[config.mk]
export PLATFORM = sky130hd
export DESIGN_NAME = sbf_framer
export DESIGN_NICKNAME = d
export VERILOG_FILES = /design/src/hw/sbf_pkg.sv /design/src/hw/sbf_framer.sv
export VERILOG_INCLUDE_DIRS = /design/src /design/src/hw
export SDC_FILE = /design/constraint.sdc
export NUM_CORES = 1
export LEC_CHECK = 0
export ABC_AREA = 1
export BUFFER_PORTS_ARGS = -buffer_cell sky130_fd_sc_hd__buf_4
export CAP_MARGIN = 20
export CORE_UTILIZATION = 50
export DETAILED_ROUTE_END_ITERATION = 8
export HOLD_SLACK_MARGIN = 0.15
export PLACE_DENSITY = 0.69
export SLEW_MARGIN = 20
export SYNTH_ARGS = -nofsm -noshare
export SYNTH_HDL_FRONTEND = slang
export SYNTH_SLANG_ARGS = --single-unit
[constraint.sdc]
create_clock -name clk -period 2.75 [get_ports clk]
set_input_delay 0.275 -clock clk [delete_from_list [all_inputs] [get_ports clk]]
set_output_delay 0.275 -clock clk [all_outputs]
set_load 0.01 [all_outputs]
[src/hw/sbf_map.svh]
// Purpose: Offsets, field positions and constants of the bit framer
// Assumes: Included by its bare name after the package
// Notes: Word index of each register is avs_address[5:2]
`ifndef SBF_MAP_SVH
`define SBF_MAP_SVH
// =====================================================================
// Register word indexes
`define SBF_A_CMD 4'h0
`define SBF_A_IM 4'h1
`define SBF_A_VEC 4'h2
`define SBF_A_RC 4'h3
`define SBF_A_PM 4'h4
`define SBF_A_TC 4'h5
`define SBF_A_SA 4'h6
`define SBF_A_FP 4'h7
`define SBF_A_TXD 4'h8
`define SBF_A_STAT 4'h9
`define SBF_A_RXD 4'ha
// =====================================================================
// Command codes, written to bits 2:0 of the command register
`define SBF_CMD_ABORT 3'h1
`define SBF_CMD_RPEND 3'h5
`define SBF_CMD_RCRC 3'h6
`define SBF_CMD_REOM 3'h7
// =====================================================================
// Field positions
`define SBF_IM_TXIE 1
`define SBF_RC_EN 0
`define SBF_RC_ASRCH 2
`define SBF_RC_CRCEN 3
`define SBF_RC_HUNT 4
`define SBF_RC_AUTO 5
// =====================================================================
// Values
`define SBF_PM_SDLC 8'h20
`define SBF_FLAG_RST 8'h7e
`define SBF_CRC_PRESET 16'hffff
`define SBF_CRC_POLY 16'h8408
`define SBF_CRC_GOOD 16'hf0b8
`define SBF_ABORT_ONES 8'hff
`define SBF_CHAR_BITS 4'h8
`define SBF_ABORT_SHORT 4'h7
`endif

[src/hw/sbf_pkg.sv]
// Purpose: Types shared by the bit framer
// Assumes: Nothing
// Notes: Transmit control struct mirrors the register bit order
package sbf_pkg;
  // ===================================================================
  // Bus word and transmit sequencer states
  typedef logic [31:0] sbf_word_t;
  typedef enum logic [4:0] {
    st_idle = 5'b00001,
    st_flag = 5'b00010,
    st_data = 5'b00100,
    st_crc = 5'b01000,
    st_abort = 5'b10000
  } sbf_txst_t;
  // Transmit control register, bit 7 down to bit 0
  typedef struct packed {
    logic dtr;
    logic [1:0] len;
    logic brk;
    logic en;
    logic poly;
    logic rts;
    logic crc_en;
  } sbf_txctl_t;
endpackage : sbf_pkg
[src/hw/sbf_framer.sv]
// Purpose: SDLC bit framer, transmit centred, with a lean receiver
// Assumes: Link clock and rxd are asynchronous pins sampled by clk
// Notes: Registers on Avalon-MM, one wait state per access
//
// The Avalon-MM register port and the register addresses are this design's own decisions.
`timescale 1ns/1ps
`default_nettype none
`include "sbf_map.svh"

// Behaviour
// - Receive shared-zero flags, transmit whole flags
// - Address search drops frames of other stations
// - Flag and station address in own registers
// - Control field passed to host unchanged
// - Reset-CRC command presets generator to ones, only with the SDLC polynomial selected
// - Opening flag clears receive CRC checker
// - Idle or disabled transmitter holds line marking
// - Break drives continuous spacing
// - Enabled idle transmitter sends back-to-back flags
// - Abort sends eight to thirteen ones
// - Abort discards shifting and buffered characters
// - Zero after five ones, frame content only
// - Buffer empty raises transmit interrupt
// - Write or command clears pending interrupt
// - Underrun after content emits frame check
// - No empty interrupt before first write
// - Receive control register bit layout
// - Mode register 0x20 selects SDLC
// - Character length codes decode 5,6,7,8
// - Underrun sends two CRC bytes, then flags
// - Characters leave least significant bit first
module sbf_framer (
  input wire logic clk, // 20 MHz clock
  input wire logic nrst, // Sync reset, low
  input wire logic [5:0] avs_address, // Byte address
  input wire logic avs_read, // Read request
  input wire logic avs_write, // Write request
  input wire logic [3:0] avs_byteenable, // Lane 0 carries data
  input wire sbf_pkg::sbf_word_t avs_writedata, // Write data
  output var sbf_pkg::sbf_word_t avs_readdata, // Read data
  output var logic avs_waitrequest, // Stall, high
  input wire logic lclk, // Link clock pin
  input wire logic rxd, // Receive data pin
  output var logic txd, // Transmit data
  output var logic rts_n, // Request to send, low
  output var logic dtr_n, // Terminal ready, low
  output var logic tx_irq // Transmit interrupt, high
);
  import sbf_pkg::*;

  // ===================================================================
  // Helpers
  function automatic logic [3:0] sbf_len(input logic [1:0] c);
    logic [3:0] n;
    n = 4'h8;
    unique case (c)
      2'b00: n = 4'h5;
      2'b10: n = 4'h6;
      2'b01: n = 4'h7;
      2'b11: n = 4'h8;
    endcase
    return n;
  endfunction : sbf_len

  function automatic logic [15:0] crc_step(input logic [15:0] c,
                                           input logic b);
    return {1'b0, c[15:1]} ^ ((c[0] ^ b) ? `SBF_CRC_POLY : 16'h0000);
  endfunction : crc_step

  // ===================================================================
  // Bus slave
  logic [3:0] idx;
  logic wr_en, rd_done;
  logic [7:0] wd;
  logic wr_cmd, wr_rc, wr_data, rd_rxd;
  logic c_abort, c_rpend, c_rcrc, c_reom;
  sbf_word_t rmux;

  assign idx = avs_address[5:2];
  assign wd = avs_writedata[7:0];
  assign wr_en = avs_write && !avs_waitrequest && avs_byteenable[0];
  assign rd_done = avs_read && !avs_waitrequest;
  assign wr_cmd = wr_en && idx == `SBF_A_CMD;
  assign wr_rc = wr_en && idx == `SBF_A_RC;
  assign wr_data = wr_en && idx == `SBF_A_TXD;
  assign rd_rxd = rd_done && idx == `SBF_A_RXD;
  assign c_abort = wr_cmd && wd[2:0] == `SBF_CMD_ABORT;
  assign c_rpend = wr_cmd && wd[2:0] == `SBF_CMD_RPEND;
  assign c_rcrc = wr_cmd && wd[2:0] == `SBF_CMD_RCRC;
  assign c_reom = wr_cmd && wd[2:0] == `SBF_CMD_REOM;

  // One wait state: low in the second cycle of every request
  always_ff @(posedge clk) begin
    if (!nrst) begin
      avs_waitrequest <= 1'b1;
    end else begin
      avs_waitrequest <= !((avs_read || avs_write) && avs_waitrequest);
    end
  end

  // Read data captured in the first cycle, stable at the answer edge
  always_ff @(posedge clk) begin
    if (!nrst) begin
      avs_readdata <= '0;
    end else if (avs_read && avs_waitrequest) begin
      avs_readdata <= rmux;
    end
  end

  // ===================================================================
  // Software registers
  logic [7:0] im_q, vec_q, rc_q, pm_q, sa_q, fp_q;
  sbf_txctl_t tc_q;
  logic sdlc, tx_on;

  always_ff @(posedge clk) begin
    if (!nrst) begin
      im_q <= 8'h00;
      vec_q <= 8'h00;
      rc_q <= 8'h00;
      pm_q <= 8'h00;
      tc_q <= '0;
      sa_q <= 8'h00;
      fp_q <= `SBF_FLAG_RST;
    end else if (wr_en) begin
      unique case (idx)
        `SBF_A_IM: im_q <= wd;
        `SBF_A_VEC: vec_q <= wd;
        `SBF_A_RC: rc_q <= {wd[7:2], 1'b0, wd[0]};
        `SBF_A_PM: pm_q <= wd;
        `SBF_A_TC: tc_q <= wd;
        `SBF_A_SA: sa_q <= wd;
        `SBF_A_FP: fp_q <= wd;
        default: ;
      endcase
    end
  end

  // Only the exact SDLC mode value lets the framer run
  assign sdlc = pm_q == `SBF_PM_SDLC;
  // Transmitter is useless until mode and enable are both set up
  assign tx_on = tc_q.en && sdlc;

  // Modem controls straight from the control register
  always_ff @(posedge clk) begin
    if (!nrst) begin
      rts_n <= 1'b1;
      dtr_n <= 1'b1;
    end else begin
      rts_n <= !tc_q.rts;
      dtr_n <= !tc_q.dtr;
    end
  end

  // ===================================================================
  // Link pin sampling, change accepted when stages two and three agree
  logic [2:0] lc_s_q, rd_s_q;
  logic lc_lv_q, rd_lv_q;
  logic lc_ok, tx_tick, rx_tick, rb;

  always_ff @(posedge clk) begin
    if (!nrst) begin
      lc_s_q <= 3'h0;
      rd_s_q <= 3'h7;
      lc_lv_q <= 1'b0;
      rd_lv_q <= 1'b1;
    end else begin
      lc_s_q <= {lc_s_q[1:0], lclk};
      rd_s_q <= {rd_s_q[1:0], rxd};
      if (lc_s_q[1] == lc_s_q[2]) lc_lv_q <= lc_s_q[2];
      if (rd_s_q[1] == rd_s_q[2]) rd_lv_q <= rd_s_q[2];
    end
  end

  // Transmit on falling link edge, receive on rising
  assign lc_ok = lc_s_q[1] == lc_s_q[2];
  assign tx_tick = lc_ok && lc_lv_q && !lc_s_q[2];
  assign rx_tick = lc_ok && !lc_lv_q && lc_s_q[2] && rc_q[`SBF_RC_EN]
                   && sdlc;
  assign rb = rd_lv_q;

  // ===================================================================
  // Transmit sequencer
  sbf_txst_t st_q, st_d;
  logic [7:0] tb_q, ts_q;
  logic tb_full_q, crc_hi_q, eom_q, txi_pend_q, txi_arm_q;
  logic [3:0] tcnt_q, run_q;
  logic [2:0] tones_q;
  logic [15:0] crc_q, crc_d;
  logic stuff, obit, last, take, tk, acc;
  logic [3:0] ab_len;

  // Run carries across characters; a zero owed by the last content
  // bits goes out ahead of the closing flag, never inside it
  assign stuff = st_q inside {st_data, st_crc, st_flag}
                 && tones_q == 3'd5;
  assign obit = stuff ? 1'b0 : ts_q[0];
  assign last = st_q != st_idle && !stuff && tcnt_q == 4'd1;
  assign acc = tx_tick && st_q == st_data && !stuff && tc_q.crc_en;
  assign crc_d = acc ? crc_step(crc_q, obit) : crc_q;
  assign tk = tx_tick && last && take;
  // Six flag ones already out leave room for only seven abort ones
  assign ab_len = (run_q > 4'd5 || (tx_tick && obit && run_q == 4'd5))
                  ? `SBF_ABORT_SHORT : `SBF_CHAR_BITS;

  // Next character chosen at the last bit of the current one
  always_comb begin
    st_d = st_q;
    take = 1'b0;
    unique case (st_q)
      st_idle: begin
        if (tx_on) st_d = st_flag;
      end
      st_flag, st_data, st_crc, st_abort: begin
        if (!tx_on) begin
          st_d = st_idle;
        end else if (st_q == st_crc && crc_hi_q) begin
          st_d = st_crc;
        end else if (tb_full_q) begin
          st_d = st_data;
          take = 1'b1;
        end else if (st_q == st_data && !eom_q) begin
          st_d = st_crc;
        end else begin
          st_d = st_flag;
        end
      end
    endcase
  end

  // Shifter and state; abort overrides anything in flight
  always_ff @(posedge clk) begin
    if (!nrst) begin
      st_q <= st_idle;
      ts_q <= 8'h00;
      tcnt_q <= 4'h0;
      crc_hi_q <= 1'b0;
    end else if (c_abort && tx_on && st_q != st_abort) begin
      st_q <= st_abort;
      ts_q <= `SBF_ABORT_ONES;
      tcnt_q <= ab_len; // Repeat abort ignored, run stays short
      crc_hi_q <= 1'b0;
    end else if (tx_tick && st_q != st_idle && !last) begin
      if (!stuff) begin
        ts_q <= {1'b1, ts_q[7:1]};
        tcnt_q <= tcnt_q - 4'd1;
      end
    end else if (tx_tick && (st_q != st_idle || tx_on)) begin
      st_q <= st_d;
      crc_hi_q <= st_d == st_crc && st_q != st_crc;
      tcnt_q <= `SBF_CHAR_BITS;
      if (st_d == st_flag) begin
        ts_q <= fp_q;
      end else if (st_d == st_data) begin
        ts_q <= tb_q;
        tcnt_q <= sbf_len(tc_q.len);
      end else if (st_d == st_crc) begin
        // Frame check goes out inverted, low byte first
        ts_q <= crc_hi_q ? ~crc_q[15:8] : ~crc_d[7:0];
      end
    end
  end

  // Run of contiguous ones sent, for stuffing decisions
  always_ff @(posedge clk) begin
    if (!nrst) begin
      tones_q <= 3'h0;
    end else if (c_abort || st_q inside {st_idle, st_abort}) begin
      tones_q <= 3'h0;
    end else if (tx_tick) begin
      // Flag bits end the run; the owed zero, if any, goes first
      tones_q <= (obit && st_q inside {st_data, st_crc}) ? tones_q + 3'd1
                 : 3'h0;
    end
  end

  // Line driver: break first, then marking when idle
  always_ff @(posedge clk) begin
    if (!nrst) begin
      txd <= 1'b1;
    end else if (tc_q.brk) begin
      txd <= 1'b0;
    end else if (st_q == st_idle) begin
      txd <= 1'b1;
    end else if (tx_tick) begin
      txd <= obit;
    end
  end

  // Generator preset only under SDLC mode and SDLC polynomial
  always_ff @(posedge clk) begin
    if (!nrst) begin
      crc_q <= `SBF_CRC_PRESET;
    end else if (c_rcrc && sdlc && !tc_q.poly) begin
      crc_q <= `SBF_CRC_PRESET;
    end else begin
      crc_q <= crc_d;
    end
  end

  // Buffer: a write landing as the shifter takes it keeps it full
  always_ff @(posedge clk) begin
    if (!nrst) begin
      tb_q <= 8'h00;
      tb_full_q <= 1'b0;
    end else if (c_abort) begin
      tb_full_q <= 1'b0;
    end else if (wr_data) begin
      tb_q <= wd;
      tb_full_q <= 1'b1;
    end else if (tk) begin
      tb_full_q <= 1'b0;
    end
  end

  // End-of-message latch: set by sending CRC, cleared by command
  always_ff @(posedge clk) begin
    if (!nrst) begin
      eom_q <= 1'b1;
    end else if (tx_tick && last && st_q == st_data && st_d == st_crc
                 && !c_abort) begin
      eom_q <= 1'b1;
    end else if (c_reom) begin
      eom_q <= 1'b0;
    end
  end

  // Interrupt arm: only a written character re-arms empty events
  always_ff @(posedge clk) begin
    if (!nrst) begin
      txi_arm_q <= 1'b0;
    end else if (wr_data) begin
      txi_arm_q <= 1'b1;
    end else if (c_rpend) begin
      txi_arm_q <= 1'b0;
    end
  end

  // Pending latch; empty event wins over the command clear
  always_ff @(posedge clk) begin
    if (!nrst) begin
      txi_pend_q <= 1'b0;
    end else if (tk && !wr_data && txi_arm_q && im_q[`SBF_IM_TXIE]) begin
      txi_pend_q <= 1'b1;
    end else if (wr_data || c_rpend) begin
      txi_pend_q <= 1'b0;
    end
  end

  always_ff @(posedge clk) begin
    if (!nrst) begin
      tx_irq <= 1'b0;
    end else begin
      tx_irq <= txi_pend_q;
    end
  end

  // Helper: ones on the line since the last zero, while framing
  always_ff @(posedge clk) begin
    if (!nrst || st_q == st_idle) begin
      run_q <= 4'h0;
    end else if (tx_tick) begin
      run_q <= !obit ? 4'h0 : (run_q == 4'hf ? run_q : run_q + 4'd1);
    end
  end

  // ===================================================================
  // Receiver: 8-bit window so flags never reach the data path
  logic [7:0] rsr_q, rmk_q, rbyte_q, rbyte_d, rval8, rdat_q;
  logic [3:0] rv_q, rbit_q, rlen;
  logic [2:0] rones_q;
  logic [15:0] rcrc_q, rcrc_d;
  logic rframe_q, rfirst_q, rcrcok_q, ravail_q;
  logic rflag, rdv, rdone, rmiss;

  // Sliding match lets a closing zero open the next flag
  assign rflag = {rb, rsr_q[7:1]} == fp_q;
  assign rlen = sbf_len(rc_q[7:6]);
  assign rdv = rx_tick && rframe_q && rv_q == 4'd8 && !rmk_q[0];
  assign rbyte_d = {rsr_q[0], rbyte_q[7:1]};
  assign rdone = rdv && rbit_q == rlen - 4'd1;
  assign rval8 = rbyte_d >> (4'd8 - rlen);
  assign rmiss = rdone && rfirst_q && rc_q[`SBF_RC_ASRCH] && rval8 != sa_q;
  assign rcrc_d = (rdv && rc_q[`SBF_RC_CRCEN]) ? crc_step(rcrc_q, rsr_q[0])
                  : rcrc_q;

  // Window and stuffed-zero marks
  always_ff @(posedge clk) begin
    if (!nrst) begin
      rsr_q <= 8'h00;
      rmk_q <= 8'h00;
      rones_q <= 3'h0;
      rv_q <= 4'h0;
    end else if (rx_tick) begin
      rsr_q <= {rb, rsr_q[7:1]};
      rmk_q <= {!rb && rones_q == 3'd5, rmk_q[7:1]};
      rones_q <= !rb ? 3'h0 : (rones_q == 3'd7 ? rones_q : rones_q + 3'd1);
      rv_q <= rflag ? 4'h0 : (rv_q == 4'd8 ? rv_q : rv_q + 4'd1);
    end
  end

  // Frame tracking, address filter and checker
  always_ff @(posedge clk) begin
    if (!nrst) begin
      rframe_q <= 1'b0;
      rfirst_q <= 1'b0;
      rbit_q <= 4'h0;
      rbyte_q <= 8'h00;
      rcrc_q <= `SBF_CRC_PRESET;
      rcrcok_q <= 1'b0;
    end else if (wr_rc && wd[`SBF_RC_HUNT]) begin
      rframe_q <= 1'b0;
    end else if (rx_tick) begin
      rcrc_q <= rcrc_d;
      if (rdv) begin
        rbyte_q <= rbyte_d;
        rbit_q <= rdone ? 4'h0 : rbit_q + 4'd1;
        if (rdone) rfirst_q <= 1'b0;
      end
      if (rmiss) rframe_q <= 1'b0;
      if (rflag) begin
        rframe_q <= 1'b1;
        rfirst_q <= 1'b1;
        rbit_q <= 4'h0;
        rcrc_q <= `SBF_CRC_PRESET;
        if (rframe_q && !rfirst_q) rcrcok_q <= rcrc_d == `SBF_CRC_GOOD;
      end
      if (rb && rones_q == 3'd6) rframe_q <= 1'b0;
    end
  end

  // Every accepted byte, control field included, goes out as is
  always_ff @(posedge clk) begin
    if (!nrst) begin
      rdat_q <= 8'h00;
      ravail_q <= 1'b0;
    end else if (rdone && !rmiss) begin
      rdat_q <= rval8;
      ravail_q <= 1'b1;
    end else if (rd_rxd) begin
      ravail_q <= 1'b0;
    end
  end

  // ===================================================================
  // Read mux
  always_comb begin
    rmux = '0;
    unique case (idx)
      `SBF_A_VEC: rmux[7:0] = vec_q;
      `SBF_A_STAT: rmux[7:0] = {rframe_q, rcrcok_q, ravail_q,
                                st_q == st_abort, st_q == st_crc, eom_q,
                                txi_pend_q, !tb_full_q};
      `SBF_A_RXD: rmux[7:0] = rdat_q;
      default: rmux = '0;
    endcase
  end
endmodule : sbf_framer
`default_nettype wire

==> flow_summary.rst <==
.. list-table::
   :header-rows: 1

   * - Metric
     - Value
   * - Outcome
     - complete, no violations
   * - Deepest clock path buffer count
     - 2
   * - Timing-limited maximum frequency
     - 0.398 GHz
   * - Endpoint arrival time on the critical path
     - 2.88 ns
   * - Total leakage power
     - 4.43 nW
   * - Top routing layer used
     - met4
   * - Cell area after technology mapping
     - 9140 µm²
   * - Register area share after synthesis
     - 39.9%
   * - Yosys cell types
     - 53
   * - Antenna violations before repair
     - 0
   * - Mean number of vias per cell
     - 5.30
   * - Most common cell after layout, fill and taps aside
     - nand2_1
   * - Met2 wire len
     - 9830 µm
   * - Hold Path Origin
     - avs_writedata[0]
   * - Layout fillers
     - 1,717
   * - Utilization after layout
     - 56.8%
   * - Count of inserted antenna diode cells
     - 0
   * - Setup slack on the worst flop-to-flop path
     - 0.24 ns
   * - Number of enable flip-flop cells after synthesis
     - 0
   * - Hold Crit Class
     - in2reg
   * - Layout overhead on the synthesized area
     - 11.7%
   * - Placed instance area
     - 9510 µm²
   * - Number of optimization iterations in the first detailed-route pass
     - 5
   * - Most instantiated flip-flop cell in the synthesis netlist
     - dfxtp_1
   * - Terminating pin of the worst hold path
     - tb_q[0]
   * - Worst Max-Slew Pin Slew
     - 0.774 ns
   * - Final worst clock skew
     - 0.00874 ns
   * - Fraction of the cycle the final worst path needs
     - 91.3%
   * - Maximum number of pins on one net before global-route repair
     - 87
   * - Post-layout net count
     - 1,377
   * - Number of levels the H-tree was split into
     - 4
   * - Die extent in y
     - 137 µm
   * - Clock sink count
     - 182
   * - Critical path's slowest cell
     - dfxtp_1
   * - Worst hold margin
     - 0.155 ns
   * - Critical Path Fanout Max
     - 12
   * - Overall fraction of global-route tracks in use
     - 24.5%
   * - Worst voltage drop across the vdd grid
     - 0.464 mV
   * - Number of warning messages in the yosys log
     - 0
   * - Depth of the worst register-to-register path
     - 15
   * - Final weighted congestion in routability-driven placement
     - 0.856
   * - Die ar.
     - 18,800 µm²
   * - Endpoint of the lowest-slack register-to-register path
     - tcnt_q[3]
   * - TritonCTS clock tree
     - done
   * - Count of max-cap constraint violations
     - 0
   * - Seq cells post-synth
     - 182
   * - Fraction of final layout cells sized beyond drive strength 1
     - 12.9%
   * - Setup repair after global routing missed its margin
     - false
   * - Row count
     - 49
   * - Number of vias in the routed layout
     - 8,219
   * - Core Box Area
     - 18,000 µm²
   * - Worst reg2reg path startpoint
     - avs_waitrequest
   * - Async set-or-reset flop fraction in the synthesized netlist
     - 0%
   * - Cells traversed along the worst timing path
     - inv_1, nand3_1, nor2_2, nand2_1, inv_1, nand3_1, nor2_1, inv_1, nand2_2, inv_2, nand2_2, o21ai_1, inv_1, nand2_1, a21oi_1
   * - Total of buffers placed on input and output ports
     - 31
   * - Syn avg cell area
     - 7.18 µm²
   * - Clock latency of the later-clocked register in the worst-skew pair
     - 0.43 ns
   * - Routed wl met3
     - 1090 µm
   * - Count of final max-slew check failures
     - 0
   * - DRC Markers
     - 0
   * - Remaining number of nets flagged by the antenna check after routing
     - 0
   * - Width of the die
     - 137 µm
   * - Clock root buffer
     - clkbuf_16
   * - First-pass GRT wire length
     - 35,800 µm
   * - Number of cells traversed by the worst hold path
     - 3
   * - Vias in the first global route
     - 7,250
   * - Final worst path period need
     - 2.51 ns
   * - DR WL/cell
     - 14.2 µm
   * - DPL Wire Length
     - 15,600 µm
   * - Final number of hold-violating endpoints
     - 0
   * - Critical path endpoint category
     - register
   * - Stage delay of the slowest cell on the critical path
     - 0.34 ns
   * - Cts bufs inserted
     - 17
   * - Final global-route overflow total
     - 0
   * - IO Count
     - 85
   * - Data required time of the critical path
     - 3.12 ns
   * - Total negative slack for setup checks
     - 0 ns
   * - DR iter-0 viols
     - 580
   * - Effective utilization at floorplan
     - 50.9%
   * - P per Cell Area
     - 529 nW/µm²
   * - Clock transition time at the flip-flop clock pins of the worst setup and hold paths
     - 0.07 ns
   * - Critical Path Most Common Cell
     - inv_1
   * - Critical path type
     - reg2reg
   * - Relative slew slack
     - 48.4%
   * - Startpoint Class
     - register
   * - Fin area
     - 10,200 µm²
   * - M1 WL
     - 10,700 µm
   * - DRT Wirelength
     - 21,900 µm
   * - Final number of setup-violating endpoints
     - 0
   * - Commonest cells after routing, fill and taps aside
     - nand2_1, dfxtp_1, nor2_1
   * - Mapped Cells
     - 1,273
power breakdown:
part | leakage [nW] | internal (mW) | switching (mW)
registers | 1.47 | 2.64 | 0.00615
logic | 2.66 | 0.0565 | 0.131
clock network | 0.301 | 1.46 | 1.11
total | 4.43 | 4.15 | 1.25
registers in the layout, summed over array words and instances, names as in the netlist, 4 cells and up:
| signal | flops |
|---|---|
| rbit_q | 4 |
| st_q | 5 |
| tb_q | 8 |
| crc_q | 16 |
| sa_q | 8 |
| tc_q | 8 |
| pm_q | 8 |
| ts_q | 8 |
| rv_q | 4 |
| rc_q | 5 |
| fp_q | 8 |
| rmk_q | 8 |
| avs_readdata | 8 |
| tcnt_q | 4 |
| rdat_q | 8 |
| vec_q | 8 |
| run_q | 4 |
| rbyte_q | 7 |
| rsr_q | 8 |
| rcrc_q | 16 |
Yosys cell counts, types with 2 or more instances:
master / instances / area share (%)
nand2_1: 255 / 10
dfxtp_1: 182 / 40
nor2_1: 141 / 5.8
o21ai_0: 119 / 6.5
inv_1: 116 / 4.8
a21oi_1: 91 / 5.0
nand3_1: 72 / 3.9
buf_4: 30 / 2.5
o211ai_1: 30 / 2.5
clkbuf_1: 25 / 1.0
ha_1: 21 / 2.9
o21ai_1: 18 / 0.99
inv_2: 16 / 0.66
nand2_2: 16 / 1.1
nand4_1: 14 / 0.96
nor3_1: 14 / 0.77
or2_2: 11 / 0.75
buf_2: 9 / 0.49
nor2_2: 9 / 0.62
xnor2_1: 9 / 0.86
xor2_1: 9 / 0.86
nand3_2: 5 / 0.55
nor2_4: 5 / 0.62
a211oi_1: 4 / 0.33
a31oi_1: 4 / 0.27
nand3b_1: 4 / 0.33
o21bai_1: 4 / 0.33
a21oi_2: 3 / 0.29
nand3_4: 3 / 0.58
o221ai_1: 3 / 0.29
o22ai_1: 3 / 0.21
buf_6: 2 / 0.25
clkinv_1: 2 / 0.082
nand2_4: 2 / 0.25
nor3_4: 2 / 0.36
nor3b_1: 2 / 0.16
o211ai_2: 2 / 0.27
stage by stage:
step	setup slack, ns	total power, mW	instances
6_report	0.239	5.40	1550
5_1_grt	0.00878	5.58	1550
4_1_cts	0.208	5.44	1546
3_5_place_dp	0.242	2.89	1510
3_3_place_gp	0.290	2.89	1510
2_1_floorplan	0.692	2.84	1296
area by class of cell:
| cell class | instances | area (µm²) | area share, % |
|---|---|---|---|
| clock buffers | 17 | 425 | 4.17 |
| clock inverters | 15 | 193 | 1.89 |
| inverters | 135 | 509 | 4.99 |
| multi-input cells | 912 | 4690 | 45.9 |
| flip-flops and latches | 182 | 3640 | 35.7 |
| well taps | 229 | 287 | 2.81 |
| repair buffers | 60 | 460 | 4.51 |
cells by family (layout without fill, tap and decap cells):
kind of cell | Yosys count | after routing | share of synthesized area, %
AO/OA/AOI/OAI | 288 | 288 | 17.6
adder cells (fa/ha/maj) | 21 | 21 | 2.88
XOR/XNOR | 18 | 18 | 1.73
multiplexers | 1 | 1 | 0.110
flip-flops | 182 | 182 | 39.9
AND/OR/NAND/NOR | 560 | 560 | 28.0
other | 1 | 24 | 0.0410
buffers and inverters | 202 | 227 | 9.84
routing by layer:
layer / GRT usage (%) / vias to the layer above
met1: 34.8 / 3787
li1: - / 4199
met2: 37.4 / 208
met4: 8.06 / 0
met5: 0 / -
met3: 4.30 / 25
worst max-delay path, delay by kind of cell, from the launching register on:
family,cells,cell delay (ns)
AND/OR/NAND/NOR,8,1.20
flip-flops,1,0.34
AO/OA/AOI/OAI,2,0.22
buffers and inverters,5,0.68
worst max path at each step:
stage	from	endpoint	slack [ns]	cells past startpoint
after floorplan	rc_q[6]	rdat_q[1]	0.69	18
after global placement	rc_q[6]	rdat_q[1]	0.29	18
after detailed placement	rc_q[6]	rdat_q[2]	0.24	18
after CTS	rc_q[6]	rdat_q[1]	0.21	18
after global routing	rc_q[6]	rdat_q[1]	0.009	18
final	avs_waitrequest	tcnt_q[3]	0.24	15
what timing repair did:
| item | CTS | global route |
|---|---|---|
| hold buffers | 4 | 0 |
| buffers inserted | 0 | 4 |
| gates resized for setup | 0 | 3 |
| setup endpoints to repair | 0 | 8 |
| hold endpoints to repair | 3 | 0 |
(Power assumes the default switching activity.)
